===== src/common/mts_pkg.sv =====
// Constants for the transmit error statistics counter block.
// Assumes a single 100 MHz clock and a same-clock register read port.
// Behaviour
// - Each frame aborted on transmit buffer underflow adds one to a 10-bit counter.
// - Underflow aborts count only in cut-through mode, never in store-and-forward.
// - Each frame sent after exactly one collision adds one to an 18-bit counter.
// - With collision avoidance on, the single-collision count follows logical collisions.
// - Each frame sent after more than one collision adds one to an 18-bit counter.
// - Each frame abandoned past the retry limit adds one to a 10-bit counter.
// - Multiple and excessive collision counts are never suppressed by collision avoidance.
// - Every counter stops at its all-ones maximum instead of wrapping.
// - Reading a counter returns its value and clears it to zero, or to one when an event lands in the read cycle.
package mts_pkg;
   // Register space and offsets
   localparam logic [3:0] MTS_MMS = 4'h1;
   localparam logic [7:0] MTS_OFS_UNDERFLOW = 8'h3b;
   localparam logic [7:0] MTS_OFS_SINGLE_COL = 8'h3c;
   localparam logic [7:0] MTS_OFS_MULTI_COL = 8'h3d;
   localparam logic [7:0] MTS_OFS_EXCESS_COL = 8'h3e;
   // Field widths, all fields start at bit 0
   localparam int MTS_SHORT_W = 10;
   localparam int MTS_LONG_W = 18;
   localparam int MTS_DATA_W = 32;
   localparam int MTS_COL_W = 5;
   // Reset value of every counter
   localparam logic [31:0] MTS_CNT_RESET = 32'h0000_0000;
   // Saturation values
   localparam logic [31:0] MTS_SHORT_MAX = 32'h0000_03ff;
   localparam logic [31:0] MTS_LONG_MAX = 32'h0003_ffff;
   // Physical collision count meaning a single collision
   localparam logic [4:0] MTS_ONE_COL = 5'h01;
endpackage


===== src/common/mts_cnt_if.sv =====
// Interface between the statistics top and one saturating counter.
// Assumes both ends run on the same clock.
`timescale 1ns/1ps
interface mts_cnt_if #(parameter int W = 10);
   logic inc;
   logic clr;
   logic [W-1:0] cnt;
   modport ctr (input inc, input clr, output cnt);
   modport ctl (output inc, output clr, input cnt);
endinterface // mts_cnt_if


===== src/hw/mts_tx_stats.sv =====
// Transmit error statistics: four saturating, clear-on-read counters.
// Assumes event pulses and the read port come from logic on ref_clk;
// each read request is a one-cycle pulse.
`timescale 1ns/1ps
module mts_tx_stats (
   input wire logic ref_clk,
   input wire logic rst_n,
   input wire logic cut_through_en,
   input wire logic plca_en,
   input wire logic underflow_abort,
   input wire logic tx_ok,
   input wire logic [4:0] tx_col_count,
   input wire logic plca_logical_col,
   input wire logic excess_col_abort,
   input wire logic rd_en,
   input wire logic [3:0] rd_mms,
   input wire logic [7:0] rd_addr,
   output logic rd_valid,
   output logic [31:0] rd_data
);
   localparam int SW = mts_pkg::MTS_SHORT_W;
   localparam int LW = mts_pkg::MTS_LONG_W;

   mts_cnt_if #(.W(SW)) uf_if ();
   mts_cnt_if #(.W(LW)) sc_if ();
   mts_cnt_if #(.W(LW)) mc_if ();
   mts_cnt_if #(.W(SW)) xc_if ();

   logic logic_col_q;
   logic logic_col_d;
   logic rd_valid_q;
   logic [31:0] rd_data_q;
   logic [31:0] rd_data_d;

   // Address decode for the four counters
   wire space_hit = rd_en && (rd_mms == mts_pkg::MTS_MMS);
   wire sel_uf = space_hit && (rd_addr == mts_pkg::MTS_OFS_UNDERFLOW);
   wire sel_sc = space_hit && (rd_addr == mts_pkg::MTS_OFS_SINGLE_COL);
   wire sel_mc = space_hit && (rd_addr == mts_pkg::MTS_OFS_MULTI_COL);
   wire sel_xc = space_hit && (rd_addr == mts_pkg::MTS_OFS_EXCESS_COL);

   // Logical collision seen during this frame's arbitration; cleared
   // when the frame is sent or abandoned, but a new one in that cycle is kept
   assign logic_col_d = plca_logical_col ? 1'b1 :
                        (tx_ok || excess_col_abort) ? 1'b0 : logic_col_q;

   always_ff @(posedge ref_clk) begin
      if (!rst_n) begin
         logic_col_q <= 1'b0;
      end else begin
         logic_col_q <= logic_col_d;
      end
   end

   // Event classification
   wire logic_seen = logic_col_q || plca_logical_col;
   wire phys_single = (tx_col_count == mts_pkg::MTS_ONE_COL);
   wire phys_multi = (tx_col_count > mts_pkg::MTS_ONE_COL);
   // Store-and-forward cannot underflow; a stray pulse there is ignored
   assign uf_if.inc = underflow_abort && cut_through_en;
   assign sc_if.inc = tx_ok && (plca_en ? logic_seen : phys_single);
   // No gating by plca_en: real faults must stay visible
   assign mc_if.inc = tx_ok && phys_multi;
   assign xc_if.inc = excess_col_abort;

   // Clearing reads
   assign uf_if.clr = sel_uf;
   assign sc_if.clr = sel_sc;
   assign mc_if.clr = sel_mc;
   assign xc_if.clr = sel_xc;

   mts_sat_counter #(.W(SW)) u_uf (
      .ref_clk(ref_clk),
      .rst_n(rst_n),
      .port(uf_if.ctr)
   );
   mts_sat_counter #(.W(LW)) u_sc (
      .ref_clk(ref_clk),
      .rst_n(rst_n),
      .port(sc_if.ctr)
   );
   mts_sat_counter #(.W(LW)) u_mc (
      .ref_clk(ref_clk),
      .rst_n(rst_n),
      .port(mc_if.ctr)
   );
   mts_sat_counter #(.W(SW)) u_xc (
      .ref_clk(ref_clk),
      .rst_n(rst_n),
      .port(xc_if.ctr)
   );

   // Read mux, zero above each field and for unmapped offsets
   assign rd_data_d = sel_uf ? {{(32-SW){1'b0}}, uf_if.cnt} :
                      sel_sc ? {{(32-LW){1'b0}}, sc_if.cnt} :
                      sel_mc ? {{(32-LW){1'b0}}, mc_if.cnt} :
                      sel_xc ? {{(32-SW){1'b0}}, xc_if.cnt} :
                      32'h0000_0000;

   // Read answer one cycle after the request; value before clearing
   always_ff @(posedge ref_clk) begin
      if (!rst_n) begin
         rd_valid_q <= 1'b0;
         rd_data_q <= 32'h0000_0000;
      end else begin
         rd_valid_q <= rd_en;
         rd_data_q <= rd_data_d;
      end
   end

   assign rd_valid = rd_valid_q;
   assign rd_data = rd_data_q;
endmodule // mts_tx_stats


===== src/hw/mts_sat_counter.sv =====
// One saturating, clear-on-read statistics counter.
// Assumes inc and clr are single-cycle pulses on ref_clk.
`timescale 1ns/1ps
module mts_sat_counter #(
   parameter int W = 10
) (
   input wire logic ref_clk,
   input wire logic rst_n,
   mts_cnt_if.ctr port
);
   logic [W-1:0] cnt_q;
   logic [W-1:0] cnt_d;
   wire at_max = &cnt_q;
   wire [W-1:0] one = {{(W-1){1'b0}}, 1'b1};

   // Clear wins over hold, but an increment in the clear cycle survives
   assign cnt_d = port.clr ? (port.inc ? one : '0) :
                  (port.inc && !at_max) ? cnt_q + one : cnt_q;

   // Counter register
   always_ff @(posedge ref_clk) begin
      if (!rst_n) begin
         cnt_q <= mts_pkg::MTS_CNT_RESET[W-1:0];
      end else begin
         cnt_q <= cnt_d;
      end
   end

   assign port.cnt = cnt_q;
endmodule // mts_sat_counter


===== config.mk =====
export PLATFORM = sky130hd
export DESIGN_NAME = mts_tx_stats
export DESIGN_NICKNAME = d
export VERILOG_FILES = /design/src/common/mts_pkg.sv /design/src/common/mts_cnt_if.sv /design/src/hw/mts_tx_stats.sv /design/src/hw/mts_sat_counter.sv
export SDC_FILE = /design/constraint.sdc
export NUM_CORES = 1
export LEC_CHECK = 0
export BUFFER_PORTS_ARGS = -buffer_cell sky130_fd_sc_hd__buf_2
export CORE_ASPECT_RATIO = 0.6
export CORE_MARGIN = 4
export CORE_UTILIZATION = 30
export DETAILED_ROUTE_END_ITERATION = 10
export PLACE_DENSITY = 0.58
export RECOVER_POWER = 25
export SYNTH_ARGS = -nofsm -noshare
export SYNTH_HDL_FRONTEND = slang
export SYNTH_SLANG_ARGS = --single-unit

===== constraint.sdc =====
create_clock -name ref_clk -period 2.15 [get_ports ref_clk]
set_input_delay 0 -clock ref_clk [delete_from_list [all_inputs] [get_ports ref_clk]]
set_output_delay 0 -clock ref_clk [all_outputs]
set_load 0.01 [all_outputs]

# Word-level counts from Yosys, hierarchy flattened
# Cells that the tools add are included.
[word_totals] wordCells=69 output_inout_bits=33 reg_bits=90 in_bits=26
[op_classes] n_eq_ne=6 bitwise=1 muxes=19 magnitude_cmp=1 n_addsub=4 reduce_logical=29
[op_table] op="$mux 18" count=6
[op_table] op="$mux 10" count=6
[op_table] op="$add 18x1->18 const B" count=2
[op_table] op="$reduce_and 18->1" count=2
[op_table] op="$eq 8x6->1 const B" count=4
[op_table] op="$add 10x1->10 const B" count=2
[op_table] op="$reduce_and 10->1" count=2
[op_table] op="$logic_and 1x1->1" count=12
[op_table] op="$reduce_bool 2->1" count=5
[op_table] op="$mux 1" count=7
[op_table] op="$eq 5x1->1 const B" count=1
[op_table] op="$gt 5x1->1 const B" count=1
[op_table] op="$eq 4x1->1 const B" count=1
[op_table] op="$logic_not 1->1" count=4
[op_table] op="$reduce_or 4->1" count=1
[op_table] op="$logic_or 1x1->1" count=2
[op_table] op="$reduce_or 2->1" count=1
[op_table] op="$not 1->1" count=1

# Logic depth before layout (Yosys ltp)
[logic_depth] word_depth=7 mapped_depth=7 ltp_nobuf=6

# Hierarchy
# Synthesis repeated with hierarchy kept, for this count alone.
[hier_totals] cells_unflattened=443 area_unflattened_um2=4154.0
[by_module_without_submodules] mod="mts_sat_counter at u_mc ..." seq_area_each_um2=360.3 cells_each=99 n_inst=2 area_per_inst_um2=949.7
[by_module_without_submodules] mod="mts_tx_stats" seq_area_each_um2=400.4 cells_each=127 n_inst=1 area_per_inst_um2=1181.1
[by_module_without_submodules] mod="mts_sat_counter at u_uf ..." seq_area_each_um2=200.2 cells_each=59 n_inst=2 area_per_inst_um2=536.8

# Least setup slack after synthesis
# Ideal clock, no wire load.
[synth_path] kind="flip-flop to flip-flop" startpoint="register u_sc.cnt_q[0] (netlist: u_sc.port.cnt[0])" endpoint="register u_sc.cnt_q[5] (netlist: u_sc.port.cnt[5])" arrival_ps=1803 setup_slack_ps=287 path_stages_with_launch=8 setup_time_ps=60 required_time_ps=2090 path_buffers=1 synth_period_minus_slack_ps=1863 cell_sequence="dfxtp_1 -> ha_1 -> and2_1 -> nand4_1 -> o21ai_2 -> buf_6 -> or4_1 -> nand2_1"
[synth_between] elab_chain_cells=4 elab_cells_between_ends=7 classes_between="1 x add/sub; 2 x mux; 4 x reduce/logical"
[synth_rtl] element="from (decl)" line="mts_sat_counter.sv:11" rtl="logic [W-1:0] cnt_q;"
[synth_rtl] element="from (signal assigned)" line="mts_sat_counter.sv:23" rtl="cnt_q <= mts_pkg::MTS_CNT_RESET[W-1:0];"
[synth_rtl] element="from (signal assigned)" line="mts_sat_counter.sv:25" rtl="cnt_q <= cnt_d;"
[synth_rtl] element="branches (longest 4 deep; another with $add 18x1->18)"
# Several ways; the timed one is not identified. The select of a mux whose other input is x is not followed.
# A chain may end at the register's enable or synchronous reset.

# Worst setup path after layout
[layout_path] startpoint="register u_sc.cnt_q[2] (netlist: u_sc.port.cnt[2])" endpoint="register u_sc.cnt_q[15] (netlist: u_sc.port.cnt[15])"
# The elaborated chain is that of the path after synthesis.

==> impl_metrics.env <==
export IMPL_cp_top_family="simple AND/OR/NAND/NOR gates"
export IMPL_synth_edf_count=0
export IMPL_hp_class="primary input to register"
export IMPL_synth_top_flop_cell="dfxtp_1"
export IMPL_finalPower_mw=2.996
export IMPL_rr_worst_depth=5
export IMPL_syn2layout_area_growth_pct=18.34
export IMPL_cts_made_buffers=9
export IMPL_wl_per_cell_um=14.66
export IMPL_synth_seq_cells=76
export IMPL_core_um2=12330
export IMPL_ys_seq_area_frac=0.3920
export IMPL_drtIter0Drc=253
export IMPL_grt_pass1_vias=3275
export IMPL_yosysWarningCount=0
export IMPL_fp_dieH_um=96.11
export IMPL_period_share=0.8972
export IMPL_dpl_cell_count=666
export IMPL_drtAntennaViolNets=0
export IMPL_synth_cells=455
export IMPL_setup_ws_ns=0.2209
export IMPL_setup_viol=0
export IMPL_port_buffers=44
export IMPL_synth_cell_type_count=54
export IMPL_status="complete, no violations"
export IMPL_routed_wl_um=10050
export IMPL_r2r_setup_slack_ns=0.22
export IMPL_h_tree_depth=3
export IMPL_post_route_util=0.3724
export IMPL_clkLatencyLatePin_ns=0.34
export IMPL_relSlewSlack=0.5564
export IMPL_max_cap_viol_count=0
export IMPL_final_cell_mix="76 x dfxtp_1, 67 x nor2_1, 33 x nand2_1, 23 x clkbuf_1, 23 x buf_2"
export IMPL_p_leak_nw=1.631
export IMPL_fp_dieW_um=154.8
export IMPL_grt_max_degree=18
export IMPL_finalNetCount=545
export IMPL_final_hold_viol_count=0
export IMPL_track_usage=0.1396
export IMPL_cp_cell_sequence="and3_1, and4_1, nand4_4, or4_1, a21oi_1"
export IMPL_rows=31
export IMPL_cts_buffer_depth=2
export IMPL_routabilityCongestion=0.8561
export IMPL_startpoint_type="register"
export IMPL_worst_path_buf_inv=0
export IMPL_hpwl_um=7743
export IMPL_r2r_end="u_sc.port.cnt[15]"
export IMPL_power_density_nw_per_um2=652.3
export IMPL_n_fill_cell=1301
export IMPL_min_to="u_uf.port.cnt[2]"
export IMPL_crit_type="register to register"
export IMPL_antenna_cells=0
export IMPL_dr_pass1_iters=4
export IMPL_worst_endpoint_arrival_ns=2.19
export IMPL_synth_area_um2=3881
export IMPL_drv_slew=0
export IMPL_hold_depth=3
export IMPL_overflow=0
export IMPL_drive_above_1_share=0.1288
export IMPL_routed_wl_met3_um=671
export IMPL_final_common_cell="dfxtp_1"
export IMPL_cp_max_fo=8
export IMPL_worstHoldStart="cut_through_en"
export IMPL_slowest_stage="or4_1"
export IMPL_clk_pin_slew_ns=0.06
export IMPL_ios=59
export IMPL_wl_met1_um=4929
export IMPL_clock_skew_ns=0.004807
export IMPL_dr_total_vias=3479
export IMPL_min_period_ns=1.929
export IMPL_holdWs_ns=0.02568
export IMPL_max_freq_mhz=518.4
export IMPL_tritoncts="yes"
export IMPL_dp_worst_setup_slack_ns=0.1069
export IMPL_cts_resized=0
export IMPL_cts_sinks=76
export IMPL_root_buffer="clkbuf_16"
export IMPL_max_stage_delay_ns=0.51
export IMPL_postCtsSetupBuffers=0
export IMPL_cp_data_required_time_ns=2.41
export IMPL_end_kind="register"
export IMPL_async_flop_share=0
export IMPL_die_area_um2=14880
export IMPL_drc=0
export IMPL_synth_avg_cell_area_um2=8.530
export IMPL_dpl_instance_area_um2=4323
export IMPL_fin_cells=685
export IMPL_highest_layer="met4"
export IMPL_wl_met2_um=4246
export IMPL_antenna_found_initial=0
export IMPL_via_per_inst=5.079
export IMPL_fin_area_um2=4593
export IMPL_peakVddDrop_uv=362.9
export IMPL_grt_pass1_wl_um=16500
export IMPL_tightest_slew_ns=0.6568
export IMPL_rsz0062_at_grt="no"
export IMPL_start_util=0.3147
export IMPL_r2r_start="u_sc.port.cnt[2]"
export IMPL_fin_tns_setup_ns=0
## worst min-delay path, stage by stage
cell     delay [ns]
buf_2          0.11
a31oi_1        0.08
nor3_1         0.12
## Yosys cell counts, types with 10 or more instances
| library cell | n | area share |
|---|---|---|
| nor2_1 | 67 | 0.065 |
| o211ai_1 | 11 | 0.021 |
| buf_4 | 14 | 0.027 |
| a21oi_1 | 13 | 0.017 |
| a22oi_1 | 10 | 0.019 |
| clkbuf_1 | 10 | 0.0097 |
| mux2i_1 | 21 | 0.054 |
| nand4_1 | 11 | 0.018 |
| xnor2_1 | 21 | 0.047 |
| dfxtp_1 | 76 | 0.39 |
| nand3_1 | 21 | 0.027 |
| o21ai_0 | 19 | 0.025 |
| nand2_1 | 33 | 0.032 |
| nor3_1 | 16 | 0.021 |
| xor2_1 | 11 | 0.025 |
## final cells by class
class | instances | area, um2 | area share
Clock buffer | 11 | 242.7 | 0.05285
Clock inverter | 5 | 27.53 | 0.005993
Inverter | 7 | 26.28 | 0.005721
Multi-Input combinational cell | 355 | 2206 | 0.4803
Sequential cell | 76 | 1521 | 0.3312
Tap cell | 165 | 206.4 | 0.04495
Timing Repair Buffer | 66 | 362.8 | 0.07900
## cells by family (layout without fill, tap and decap cells)
group                    Yosys count  after routing  share of synthesized area
AND/OR/NAND/NOR                  203            203                     0.2731
AO/OA/AOI/OAI                     81             81                     0.1425
flip-flops                        76             76                     0.3920
buffers and inverters             37             89                    0.05223
XOR/XNOR                          32             32                    0.07221
multiplexers                      21             21                    0.05416
adder cells (fa/ha/maj)            4              4                    0.01290
other                              1             14                  0.0009662
## per-layer routing
layer,global-route usage,up-vias
met1,0.1948,1635
met3,0.04672,16
met2,0.2021,73
li1,-,1755
met5,0,-
met4,0.04629,0
## registers in the layout, summed over array words and instances (netlist names)
register	cells
rd_data	18
u_uf.port.cnt	10
logic_col_q	1
u_sc.port.cnt	18
u_mc.port.cnt	18
u_xc.port.cnt	10
rd_valid	1
## how the worst max path moves through the flow
stage | start | endpoint | slack (ns) | depth (start not counted)
after CTS | u_mc.port.cnt[6] | u_mc.port.cnt[14] | 0.21 | 5
after floorplan | u_sc.port.cnt[0] | u_sc.port.cnt[5] | 0.29 | 7
final | u_sc.port.cnt[2] | u_sc.port.cnt[15] | 0.22 | 5
after global placement | tx_col_count[3] | u_sc.port.cnt[14] | 0.15 | 6
after global routing | u_mc.port.cnt[6] | u_mc.port.cnt[12] | 0.02 | 5
after detailed placement | tx_col_count[3] | u_sc.port.cnt[15] | 0.11 | 6
## power by group
| part | switching [mW] | internal [mW] |
|---|---|---|
| Clock | 0.583 | 0.804 |
| Combinational | 0.107 | 0.0664 |
| Sequential | 0.0150 | 1.42 |
## what timing repair did
action | in CTS | in global routing
hold buffers | 3 | 0
endpoints found under the setup margin | 0 | 0
endpoints found under the hold margin | 3 | 0
Power figures use the tool's default switching activity.
